<file path="config.mk">
export PLATFORM = sky130hd
export DESIGN_NAME = sac_control
export DESIGN_NICKNAME = d
export VERILOG_FILES = /design/src/include/sac_pkg.sv /design/src/design/sac_control.sv
export SDC_FILE = /design/constraint.sdc
export NUM_CORES = 1
export LEC_CHECK = 0
export BUFFER_PORTS_ARGS = -buffer_cell sky130_fd_sc_hd__buf_2
export CORE_ASPECT_RATIO = 2
export CORE_MARGIN = 2
export CORE_UTILIZATION = 47
export CTS_CLUSTER_SIZE = 10
export DETAILED_ROUTE_END_ITERATION = 7
export GPL_ROUTABILITY_DRIVEN = 0
export PLACE_DENSITY = 0.75
export SLEW_MARGIN = 20
export SYNTH_ARGS = -nofsm -noshare
export SYNTH_HDL_FRONTEND = slang
export SYNTH_SLANG_ARGS = --single-unit
</file>
<file path="constraint.sdc">
create_clock -name clk_i -period 2.42 [get_ports clk_i]
set_clock_uncertainty 0.15 [all_clocks]
set_input_delay 0.484 -clock clk_i [delete_from_list [all_inputs] [get_ports clk_i]]
set_output_delay 0.484 -clock clk_i [all_outputs]
set_load 0.01 [all_outputs]
</file>
<file path="src/include/sac_pkg.sv">
// Shared constants and types of the converter control block
package sac_pkg;

  // ----------------------------------------------------------------
  // Bus geometry and register byte addresses
  // ----------------------------------------------------------------
  localparam int unsigned ADDR_W = 4;
  localparam int unsigned DATA_W = 32;
  localparam int unsigned SEL_W = 4;
  localparam logic [ADDR_W-1:0] OFS_STATUS_CONTROL = 4'h0;
  localparam logic [ADDR_W-1:0] OFS_RESULT_HIGH = 4'h4;
  localparam logic [ADDR_W-1:0] OFS_RESULT_LOW = 4'h8;
  localparam logic [ADDR_W-1:0] OFS_CLOCK_CONFIG = 4'hC;
  localparam int unsigned LANE_LOW = 0;

  // ----------------------------------------------------------------
  // Register layouts and reset values
  // ----------------------------------------------------------------
  typedef struct packed {
    logic conv_complete_flag;
    logic conv_irq_enable;
    logic continuous_conv;
    logic [4:0] channel_select;
  } sac_status_control_t;

  typedef struct packed {
    logic [2:0] clock_prescaler;
    logic clock_source_select;
    logic justify_sel_hi;
    logic justify_sel_lo;
    logic [1:0] reserved;
  } sac_clock_config_t;

  localparam sac_status_control_t STATUS_CONTROL_RESET = 8'h1F;
  localparam sac_clock_config_t CLOCK_CONFIG_RESET = 8'h04;

  // ----------------------------------------------------------------
  // Codes
  // ----------------------------------------------------------------
  localparam logic [1:0] JUSTIFY_TRUNC8 = 2'h0;
  localparam logic [1:0] JUSTIFY_RIGHT = 2'h1;
  localparam logic [1:0] JUSTIFY_LEFT = 2'h2;
  localparam logic [1:0] JUSTIFY_LEFT_SIGNED = 2'h3;

  localparam logic [4:0] CHANNEL_HIGH_REFERENCE = 5'h1D;
  localparam logic [4:0] CHANNEL_LOW_REFERENCE = 5'h1E;
  localparam logic [4:0] CHANNEL_POWER_OFF = 5'h1F;

  localparam logic CLOCK_SOURCE_BUS = 1'h1;

  localparam int unsigned RESULT_W = 10;
  localparam int unsigned TICK_W = 4;
  localparam logic [TICK_W-1:0] CONV_LAST_TICK = 4'hF;
  localparam logic [TICK_W-1:0] DIV1_LAST = 4'h0;
  localparam logic [TICK_W-1:0] DIV2_LAST = 4'h1;
  localparam logic [TICK_W-1:0] DIV4_LAST = 4'h3;
  localparam logic [TICK_W-1:0] DIV8_LAST = 4'h7;
  localparam logic [TICK_W-1:0] DIV16_LAST = 4'hF;

  // ----------------------------------------------------------------
  // Conversion sequencer states
  // ----------------------------------------------------------------
  typedef enum logic [1:0] {
    SAC_IDLE = 2'h0,
    SAC_CONVERT = 2'h1,
    SAC_HALT = 2'h3
  } sac_state_t;

endpackage : sac_pkg

</file>
<file path="src/design/sac_control.sv">
// Register file and conversion sequencer of the converter control block
//
// Chosen here: the placing of the registers and the Wishbone interface to the registers.
`timescale 1ns/1ps
`default_nettype none

module sac_control (
  // Clock, reset and enable
  input wire logic clk_i,
  input wire logic rst_i,
  input wire logic ce_i,
  // Register bus
  input wire logic wb_cyc_i,
  input wire logic wb_stb_i,
  input wire logic wb_we_i,
  input wire logic [sac_pkg::ADDR_W-1:0] wb_adr_i,
  input wire logic [sac_pkg::SEL_W-1:0] wb_sel_i,
  input wire logic [sac_pkg::DATA_W-1:0] wb_dat_i,
  output logic [sac_pkg::DATA_W-1:0] wb_dat_o,
  output logic wb_ack_o,
  // System
  input wire logic stop_i,
  output logic irq_o,
  // Analog converter side
  input wire logic oscillator_clock_i,
  input wire logic [sac_pkg::RESULT_W-1:0] conv_result_i,
  output logic [4:0] channel_select_o,
  output logic high_reference_o,
  output logic low_reference_o,
  output logic power_down_o,
  output logic converting_o
);

  // ----------------------------------------------------------------
  // Functions
  // ----------------------------------------------------------------
  function automatic logic [sac_pkg::TICK_W-1:0] div_last(
    input logic [2:0] code
  );
    logic [sac_pkg::TICK_W-1:0] r;
    r = sac_pkg::DIV16_LAST;
    case (code)
      3'h0: r = sac_pkg::DIV1_LAST;
      3'h1: r = sac_pkg::DIV2_LAST;
      3'h2: r = sac_pkg::DIV4_LAST;
      3'h3: r = sac_pkg::DIV8_LAST;
      default: r = sac_pkg::DIV16_LAST;
    endcase
    return r;
  endfunction : div_last

  function automatic logic [7:0] format_byte(
    input logic [sac_pkg::RESULT_W-1:0] raw,
    input logic [1:0] mode,
    input logic high
  );
    logic [7:0] r;
    r = 8'h00;
    case (mode)
      sac_pkg::JUSTIFY_TRUNC8: r = high ? 8'h00 : raw[9:2];
      sac_pkg::JUSTIFY_RIGHT: r = high ? {6'h00, raw[9:8]} : raw[7:0];
      sac_pkg::JUSTIFY_LEFT: r = high ? raw[9:2] : {raw[1:0], 6'h00};
      sac_pkg::JUSTIFY_LEFT_SIGNED: begin
        r = high ? {~raw[9], raw[8:2]} : {raw[1:0], 6'h00};
      end
      default: r = 8'h00;
    endcase
    return r;
  endfunction : format_byte

  // ----------------------------------------------------------------
  // Declarations
  // ----------------------------------------------------------------
  sac_pkg::sac_status_control_t status_control;
  sac_pkg::sac_clock_config_t clock_config;
  sac_pkg::sac_state_t state;
  logic [sac_pkg::TICK_W-1:0] tick_count;
  logic [sac_pkg::TICK_W-1:0] div_count;
  logic resume_pending;
  logic result_lock;
  logic [sac_pkg::RESULT_W-1:0] result;
  logic [sac_pkg::RESULT_W-1:0] result_s1;
  logic [sac_pkg::RESULT_W-1:0] result_s2;
  logic osc_s1;
  logic osc_s2;
  logic osc_s3;
  logic bus_req;
  logic write_control;
  logic write_clock;
  logic read_high;
  logic read_low;
  logic result_read;
  logic truncating;
  logic powered;
  logic next_powered;
  logic source_tick;
  logic conv_tick;
  logic conv_done;
  logic store_result;
  logic [7:0] read_byte;

  // ----------------------------------------------------------------
  // Bus decode
  // ----------------------------------------------------------------
  assign bus_req = wb_cyc_i & wb_stb_i & ~wb_ack_o;
  assign write_control = bus_req & wb_we_i & wb_sel_i[sac_pkg::LANE_LOW]
    & (wb_adr_i == sac_pkg::OFS_STATUS_CONTROL);
  assign write_clock = bus_req & wb_we_i & wb_sel_i[sac_pkg::LANE_LOW]
    & (wb_adr_i == sac_pkg::OFS_CLOCK_CONFIG);
  assign read_high = bus_req & ~wb_we_i
    & (wb_adr_i == sac_pkg::OFS_RESULT_HIGH);
  assign read_low = bus_req & ~wb_we_i
    & (wb_adr_i == sac_pkg::OFS_RESULT_LOW);
  assign result_read = read_high | read_low;
  assign truncating = {clock_config.justify_sel_hi,
    clock_config.justify_sel_lo} == sac_pkg::JUSTIFY_TRUNC8;
  assign powered = status_control.channel_select != sac_pkg::CHANNEL_POWER_OFF;
  assign next_powered = wb_dat_i[4:0] != sac_pkg::CHANNEL_POWER_OFF;

  always_comb begin
    read_byte = 8'h00;
    case (wb_adr_i)
      sac_pkg::OFS_STATUS_CONTROL: begin
        read_byte = status_control;
        read_byte[7] = status_control.conv_complete_flag
          & ~status_control.conv_irq_enable;
      end
      sac_pkg::OFS_RESULT_HIGH: begin
        read_byte = format_byte(result, {clock_config.justify_sel_hi,
          clock_config.justify_sel_lo}, 1'b1);
      end
      sac_pkg::OFS_RESULT_LOW: begin
        read_byte = format_byte(result, {clock_config.justify_sel_hi,
          clock_config.justify_sel_lo}, 1'b0);
      end
      sac_pkg::OFS_CLOCK_CONFIG: read_byte = clock_config;
      default: read_byte = 8'h00;
    endcase
  end

  // ----------------------------------------------------------------
  // Bus answer
  // ----------------------------------------------------------------
  always_ff @(posedge clk_i) begin
    if (rst_i) begin
      wb_ack_o <= 1'b0;
      wb_dat_o <= '0;
    end else if (ce_i) begin
      wb_ack_o <= bus_req;
      if (bus_req) begin
        wb_dat_o <= {{(sac_pkg::DATA_W-8){1'b0}}, read_byte};
      end
    end
  end

  // ----------------------------------------------------------------
  // Control registers
  // ----------------------------------------------------------------
  always_ff @(posedge clk_i) begin
    if (rst_i) begin
      status_control <= sac_pkg::STATUS_CONTROL_RESET;
    end else if (ce_i) begin
      if (write_control) begin
        status_control.conv_irq_enable <= wb_dat_i[6];
        status_control.continuous_conv <= wb_dat_i[5];
        status_control.channel_select <= wb_dat_i[4:0];
      end
      status_control.conv_complete_flag <=
        (conv_done & ~status_control.conv_irq_enable)
        | (status_control.conv_complete_flag & ~result_read
        & ~status_control.conv_irq_enable);
    end
  end

  always_ff @(posedge clk_i) begin
    if (rst_i) begin
      clock_config <= sac_pkg::CLOCK_CONFIG_RESET;
    end else if (ce_i && write_clock) begin
      clock_config <= {wb_dat_i[7:2], 2'h0};
    end
  end

  always_ff @(posedge clk_i) begin
    if (rst_i) begin
      irq_o <= 1'b0;
    end else if (ce_i) begin
      irq_o <= (conv_done & status_control.conv_irq_enable)
        | (irq_o & ~result_read & ~write_control);
    end
  end

  // ----------------------------------------------------------------
  // Converter clock
  // ----------------------------------------------------------------
  always_ff @(posedge clk_i) begin
    if (rst_i) begin
      osc_s1 <= 1'b0;
      osc_s2 <= 1'b0;
      osc_s3 <= 1'b0;
    end else if (ce_i) begin
      osc_s1 <= oscillator_clock_i;
      osc_s2 <= osc_s1;
      osc_s3 <= osc_s2;
    end
  end

  assign source_tick = (clock_config.clock_source_select
    == sac_pkg::CLOCK_SOURCE_BUS) | (osc_s2 & ~osc_s3);
  assign conv_tick = source_tick
    & (div_count >= div_last(clock_config.clock_prescaler));

  always_ff @(posedge clk_i) begin
    if (rst_i) begin
      div_count <= '0;
    end else if (ce_i && (write_control || stop_i
        || state == sac_pkg::SAC_HALT)) begin
      div_count <= '0;
    end else if (ce_i && source_tick) begin
      div_count <= conv_tick ? '0 : div_count + 1'b1;
    end
  end

  // ----------------------------------------------------------------
  // Conversion sequencer
  // ----------------------------------------------------------------
  // sixteenth tick ends it
  assign conv_done = (state == sac_pkg::SAC_CONVERT) & conv_tick
    & (tick_count == sac_pkg::CONV_LAST_TICK) & ~stop_i & ~write_control
    & powered;

  always_ff @(posedge clk_i) begin
    if (rst_i) begin
      state <= sac_pkg::SAC_IDLE;
      tick_count <= '0;
      resume_pending <= 1'b0;
    end else if (ce_i) begin
      if (stop_i) begin
        resume_pending <= resume_pending
          | (state == sac_pkg::SAC_CONVERT) | write_control;
        state <= sac_pkg::SAC_HALT;
        tick_count <= '0;
      end else if (write_control) begin
        state <= next_powered ? sac_pkg::SAC_CONVERT : sac_pkg::SAC_IDLE;
        tick_count <= '0;
      end else begin
        case (state)
          sac_pkg::SAC_HALT: begin
            state <= (resume_pending && powered) ?
              sac_pkg::SAC_CONVERT : sac_pkg::SAC_IDLE;
            resume_pending <= 1'b0;
            tick_count <= '0;
          end
          sac_pkg::SAC_CONVERT: begin
            if (!powered) begin
              state <= sac_pkg::SAC_IDLE;
            end else if (conv_tick) begin
              if (tick_count == sac_pkg::CONV_LAST_TICK) begin
                tick_count <= '0;
                state <= status_control.continuous_conv ?
                  sac_pkg::SAC_CONVERT : sac_pkg::SAC_IDLE;
              end else begin
                tick_count <= tick_count + 1'b1;
              end
            end
          end
          default: begin
            state <= sac_pkg::SAC_IDLE;
            tick_count <= '0;
          end
        endcase
      end
    end
  end

  // ----------------------------------------------------------------
  // Result capture and interlock
  // ----------------------------------------------------------------
  always_ff @(posedge clk_i) begin
    if (rst_i) begin
      result_s1 <= '0;
      result_s2 <= '0;
    end else if (ce_i) begin
      result_s1 <= conv_result_i;
      result_s2 <= result_s1;
    end
  end

  assign store_result = conv_done & (truncating
    | ((~result_lock | read_low) & ~read_high));

  always_ff @(posedge clk_i) begin
    if (rst_i) begin
      result_lock <= 1'b0;
    end else if (ce_i) begin
      if (truncating || read_low) begin
        result_lock <= 1'b0;
      end else if (read_high) begin
        result_lock <= 1'b1;
      end
    end
  end

  always_ff @(posedge clk_i) begin
    if (rst_i) begin
      result <= '0;
    end else if (ce_i && store_result) begin
      result <= result_s2;
    end
  end

  // ----------------------------------------------------------------
  // Analog side outputs
  // ----------------------------------------------------------------
  always_ff @(posedge clk_i) begin
    if (rst_i) begin
      channel_select_o <= sac_pkg::STATUS_CONTROL_RESET.channel_select;
      high_reference_o <= 1'b0;
      low_reference_o <= 1'b0;
      power_down_o <= 1'b1;
      converting_o <= 1'b0;
    end else if (ce_i) begin
      channel_select_o <= status_control.channel_select;
      high_reference_o <= status_control.channel_select
        == sac_pkg::CHANNEL_HIGH_REFERENCE;
      low_reference_o <= status_control.channel_select
        == sac_pkg::CHANNEL_LOW_REFERENCE;
      power_down_o <= ~powered | (state == sac_pkg::SAC_HALT);
      converting_o <= state == sac_pkg::SAC_CONVERT;
    end
  end

endmodule : sac_control

`default_nettype wire

</file>
==> run metrics, run 1 <==
CTS tree built; Max Cap Viol 0; VDD IR max 0.000508 V; pwr dens 645 nW/um^2; Slew headroom 52.7%; Gate Count Post-Synth 413; Final ANT Viol Nets 0; ys async rst share 0%; ys flop type dfxtp_1; share of the yosys chip area belonging to registers 41.4%; Via-to-Cell Ratio 5.55; dominant cell type by area after synthesis dfxtp_1; Total Routed Length 9190 um; dpl hpwl 6830 um; Tot GR Track Use 21.5%; drt pass-1 iters 5; Max clock buf depth 2; dpl cells 554; Worst-path clk slew 60 ps; CTS Buf Count 9; die height 131 um; PnR worst setup slack 40.6 ps; status finished clean; die footprint 8800 um^2; First DRT Iteration DRCs 210; largest net degree at the start of global routing 40; Final Cell Area 4510 um^2; Layout Cells excl Fill 574; Nets 537; DRC violations left 0; final setup fails 0; Area Growth Syn to Fin 19.5%; Hold WC Path Type input port to flop; hold slack 212 ps; Hold Vio Cnt, Final 0; EDFF count, synth 0; average size of a mapped cell 9.13 um^2; CP arrival 2460 ps; Synth top cells by count 78 x dfxtp_1, 68 x nor2_1, 43 x mux2i_1; worst skew pair latency 340 ps; Starting Density 47.8%; RR Startpoint clock_config[6]$_SDFFE_PP0P_; leakage power 2.01 nW; Worst Path Required 2500 ps; # rows 46; initial antenna violation count 0; clk root buf clkbuf_16; max-slew violation count 0; WL per Instance 16.0 um; worst setup path startpoint clock_config[6]$_SDFFE_PP0P_; layout cells sized above 1 22.8%; Crit Path Max Fanout 5; RSZ-0062 raised after global routing yes; min Tclk post-route 2380 ps; via count 3186; HP Start wb_dat_i[1]; Critical Path Source Type flop; TritonCTS Sinks 78; top-count cell post-synth dfxtp_1; Ports 101; PortBufs 49; Synth Cell Area 3770 um^2; final worst-path cycle share 98.3%; R2R Setup Slk 40 ps; DP Area 4100 um^2; Die Wd 67.3 um; Yosys reg bits 78; fmax 420 MHz; total grt overflow 0; CTS Hold Bufs 0; Worst Tran Pin Value 710 ps; Synth warnings 0; H-tree depth 3; CORE AREA 7890 um^2; dpl ws -57.4 ps; first-pass GRT wire length 14000 um; Inserted Diodes 0; CP endpoint kind flop; post-synth cell types 63; top cells by area in the synthesized netlist dfxtp_1 41%, mux2i_1 11%, nor2_1 6.8%; vias in the first global route 2991; Fill cells 712; post-synth top area share 41.4%; critical path class flop to flop
## critical path: stages, from the launching register on
cell and delay, ps:
dfxtp_2 320, or3_4 400, ha_4 280, o21ai_4 60, a211oi_4 340, nand4b_1 140, buf_4 180, buf_12 130
mux2i_1 190, nor2_1 70
## layout make-up
type	instances	area (um^2)	area share, %
clock buffers	10	229	5.08
flip-flops and latches	78	1560	34.7
repair buffers	68	430	9.55
multi-input cells	306	2060	45.6
inverters	10	37.5	0.833
clock inverters	6	68.8	1.53
well taps	96	120	2.67
## report_power, final
part / leakage, nW / internal [W] / switching (W)
sequential: 0.635 / 0.00131 / 0.0000176
combinational: 1.23 / 0.0000904 / 0.000137
clock: 0.143 / 0.000806 / 0.000542
## repair_timing
item / 4_1_cts / 5_1_grt
resized for setup: 2 / 12
cloned: 0 / 1
setup buffers: 1 / 2
setup endpoints to repair: 8 / 17
pin swaps: 2 / 10
## through the flow
stage               util, %  TNS, ps  power, W
floorplan                 -        0   0.00153
global placement       52.0    -2.47   0.00158
detailed placement     52.0     -104   0.00158
CTS                    56.0        0   0.00293
global route           57.1     -124   0.00301
finish                 57.1        0   0.00291
## sequential cells by signal, summed over array words and instances, names as in the netlist, 2 cells and up
signal            count
div_count             4
result_s2            10
clock_config          6
tick_count            4
result               10
result_s1            10
channel_select_o      5
wb_dat_o              8
status_control        8
state                 2
## final timing paths
| kind | cells past startpoint | to |
|---|---|---|
| worst min register to register | 2 | converting_o$_SDFFE_PP0P_ |
| worst min-delay path | 2 | status_control[1]$_SDFFE_PP1P_ |
| worst max-delay path | 9 | result[9]$_SDFFE_PP0P_ |
| worst max register to register | 9 | result[9]$_SDFFE_PP0P_ |
## metal layers
| layer | vias to the layer above | routed length, um | GRT usage [%] |
|---|---|---|---|
| li1 | 1543 | - | - |
| met1 | 1506 | 3260 | 20.8 |
| met2 | 104 | 5140 | 38.0 |
| met3 | 33 | 339 | 5.31 |
| met4 | 0 | 442 | 15.6 |
| met5 | - | 0 | 0 |
## cell usage in the layout, fill, tap and decap left out, types with 2 or more instances in the layout
| cell type | n |
|---|---|
| a211o_1 | 10 |
| a211oi_1 | 3 |
| a21o_1 | 3 |
| a21oi_1 | 18 |
| a21oi_2 | 2 |
| a221o_1 | 3 |
| a222oi_1 | 2 |
| a22o_1 | 4 |
| a22oi_1 | 4 |
| a31oi_1 | 5 |
| a32oi_1 | 2 |
| and2_1 | 6 |
| buf_12 | 2 |
| buf_2 | 49 |
| buf_4 | 16 |
| clkbuf_16 | 10 |
| conb_1 | 24 |
| dfxtp_1 | 76 |
| dfxtp_2 | 2 |
| ha_1 | 4 |
| inv_1 | 8 |
| inv_6 | 2 |
| mux2i_1 | 43 |
| nand2_1 | 19 |
| nand2b_1 | 3 |
| nand3_1 | 5 |
| nand4_1 | 2 |
| nor2_1 | 67 |
| nor2b_1 | 12 |
| nor3_1 | 8 |
| nor3b_1 | 2 |
| o21ai_0 | 11 |
| or2_2 | 2 |
| or3_1 | 3 |
| or3b_1 | 2 |
| xnor2_1 | 2 |
## cells by family after synthesis
logic type      Yosys count  synth area share [%]
simple gates            148                  20.3
flops                    78                  41.4
other cells               1                0.0995
mux                      44                  11.7
xor+xnor                  2                 0.465
buf+inv                  52                  7.93
fa+ha+maj                 6                  1.99
compound gates           82                  16.0
No activity file was read; power rests on OpenSTA's default activity.
==> run 2, diff against run 1 <==
GPL_TIMING_DRIVEN = 0   (was unset)
SETUP_SLACK_MARGIN = 0.15   (was unset)
==> run 2 against run 1 <==
The run now ends with setup timing left. Power rose by 2.1%. Count of clock-buffer cells in the layout did not move. Final cell count rose by 4.5%. Critical path type unchanged.
==> run metrics, run 2 (synthesis gave the netlist of run 1 again) <==
status finished, violations left; failing checks setup timing; H-tree depth 3 (unchanged); Hold WC Path Type input port to flop; total grt overflow 0 (unchanged); Worst-path clk slew 60 ps (about the same); worst setup path startpoint clock_config[7]$_SDFFE_PP0P_; Max clock buf depth 2 (unchanged); Worst Tran Pin Value 747 ps (+37.7 ps); first-pass GRT wire length 15200 um (+8.5%); Fill cells 682 (-4.2%); crit path capture tick_count[2]$_SDFFE_PP0P_; Via-to-Cell Ratio 5.48 (-1.2%); layout cells sized above 1 24.8% (+2.0 points); Layout Utilization 59.1% (+1.9 points); leading registers by flop count result (10), result_s1 (10), result_s2 (10); CP bufs+invs 0 (-2); Slew headroom 50.2% (-2.5 points); max-slew violation count 0 (unchanged); TritonCTS Sinks 78 (unchanged); PnR worst setup slack -30.7 ps (-71.3 ps); R2R Setup Slk -30 ps (-70 ps); Design Power 0.00297 W (+2.1%); largest net degree at the start of global routing 15 (-63%); drt pass-1 iters 4 (-1); Area Growth Syn to Fin 23.5%; final setup fails 2 (+2); reg2reg path depth 7 (-2); RR Startpoint clock_config[7]$_SDFFE_PP0P_; Crit Path Max Fanout 8 (+3); critical path class flop to flop; r2r endpoint tick_count[2]$_SDFFE_PP0P_; Nets 563 (+4.8%); CTS Hold Bufs 0 (unchanged); Stages on worst setup path 7 (-2); final worst-path cycle share 101% (+2.9 points); die height 131 um (unchanged); CTS tree built; CP endpoint kind flop; Max Cap Viol 0 (unchanged); DP Area 4210 um^2 (+2.6%); First DRT Iteration DRCs 151 (-28%); # rows 46 (unchanged); Inserted Diodes 0 (unchanged); clk root buf clkbuf_16; Worst Path Required 2540 ps (+40 ps); pwr dens 637 nW/um^2 (-1.2%); vias in the first global route 3184 (+6.5%); leakage power 2.10 nW (+4.7%); worst skew pair latency 340 ps (about the same); VDD IR max 0.000629 V (+24%); RSZ-0062 raised after global routing yes; WL per Instance 16.3 um (+2.1%); worst-path cell chain or3_4 > ha_4 > o21ai_4 > a211oi_4 > a22oi_4 > or4b_4 > a21oi_2; DRC violations left 0 (unchanged); Final Cell Area 4660 um^2 (+3.4%); CORE AREA 7890 um^2 (unchanged); family with the most delay on the worst path simple AND/OR/NAND/NOR gates; dpl hpwl 7330 um (+7.2%); Final ANT Viol Nets 0 (unchanged); die footprint 8800 um^2 (unchanged); CP arrival 2570 ps (+110 ps); Total Routed Length 9800 um (+6.7%); Ports 101 (unchanged); Hold Vio Cnt, Final 0 (unchanged); most frequent cells in the layout 75 x dfxtp_1, 67 x nor2_1, 49 x buf_2; Starting Density 47.8% (unchanged); CP max stage delay 540 ps (+140 ps); CTS Buf Count 9 (unchanged); Tot GR Track Use 23.5% (+2.0 points); initial antenna violation count 0 (unchanged); commonest non-fill, non-tap cell in the layout dfxtp_1; fmax 408 MHz (-2.9%); via count 3290 (+3.3%); min Tclk post-route 2450 ps (+71.3 ps); slowest CP cell or4b_4; Die Wd 67.3 um (unchanged); Critical Path Source Type flop; PortBufs 46 (-6.1%)
run 2: cell types whose count changed in the layout (fill, tap and decap cells not counted), sizes merged:
cell	before	now
clkinv	3	2
clkinvlp	1	3
inv	11	10
buf	67	81
clkbuf	11	23
run 2: how the worst min path moves through the flow:
stage / startpoint / to / cells past startpoint / slack (ps)
6_report: conv_result_i[5] / result_s1[5]$_SDFFE_PP0P_ / 3 / 230
5_1_grt: wb_dat_i[1] / status_control[1]$_SDFFE_PP1P_ / 2 / 240
4_1_cts: wb_dat_i[1] / status_control[1]$_SDFFE_PP1P_ / 2 / 220
3_5_place_dp: channel_select_o[1]$_SDFFE_PP1P_ / channel_select_o[1]$_SDFFE_PP1P_ / 1 / 300
3_3_place_gp: channel_select_o[3]$_SDFFE_PP1P_ / channel_select_o[3]$_SDFFE_PP1P_ / 1 / 300
2_1_floorplan: resume_pending$_SDFFE_PP0P_ / resume_pending$_SDFFE_PP0P_ / 2 / 280
run 2: per-stage QoR:
step	cells	setup WS [ps]	setup TNS (ps)	hold WS, ps
after global placement	578	-85.2	-365	300
final	600	-30.7	-40.1	230
after floorplan	436	124	0	281
after CTS	599	32.5	0	224
after global routing	600	-74.3	-558	242
after detailed placement	578	-136	-766	303
run 2: worst register-to-register path, stage by stage (launching register included):
cell	delay, ps
dfxtp_2	360
or3_4	350
ha_4	290
o21ai_4	60
a211oi_4	370
a22oi_4	130
or4b_4	540
a21oi_2	150
run 2: area by class of cell:
| cell class | instances | area [um^2] | share of cell area, % |
|---|---|---|---|
| inverters | 10 | 37.5 | 0.806 |
| well taps | 96 | 120 | 2.58 |
| clock buffers | 10 | 239 | 5.13 |
| flip-flops and latches | 78 | 1570 | 33.6 |
| repair buffers | 52 | 279 | 5.99 |
| clock inverters | 6 | 70.1 | 1.50 |
| plain buffers | 42 | 270 | 5.80 |
| multi-input cells | 306 | 2080 | 44.6 |
run 2: per-layer routing:
| metal | vias to the layer above | routed length [um] | track usage, % |
|---|---|---|---|
| met2 | 140 | 5240 | 42.2 |
| li1 | 1599 | - | - |
| met4 | 0 | 689 | 19.4 |
| met1 | 1507 | 3280 | 21.8 |
| met3 | 44 | 591 | 4.88 |
| met5 | - | 0 | 0 |
run 2: what timing repair did:
| item | 4_1_cts | 5_1_grt |
|---|---|---|
| endpoints found under the setup margin | 21 | 25 |
| cloned | 1 | 0 |
| setup buffers | 4 | 1 |
| pin swaps | 5 | 7 |
| resized for setup | 8 | 14 |
run 2: power by group:
part	internal, W	leakage [nW]	switching (W)
sequential	0.00131	0.635	0.0000180
combinational	0.000111	1.32	0.000151
clock	0.000831	0.141	0.000543
total	0.00226	2.10	0.000712
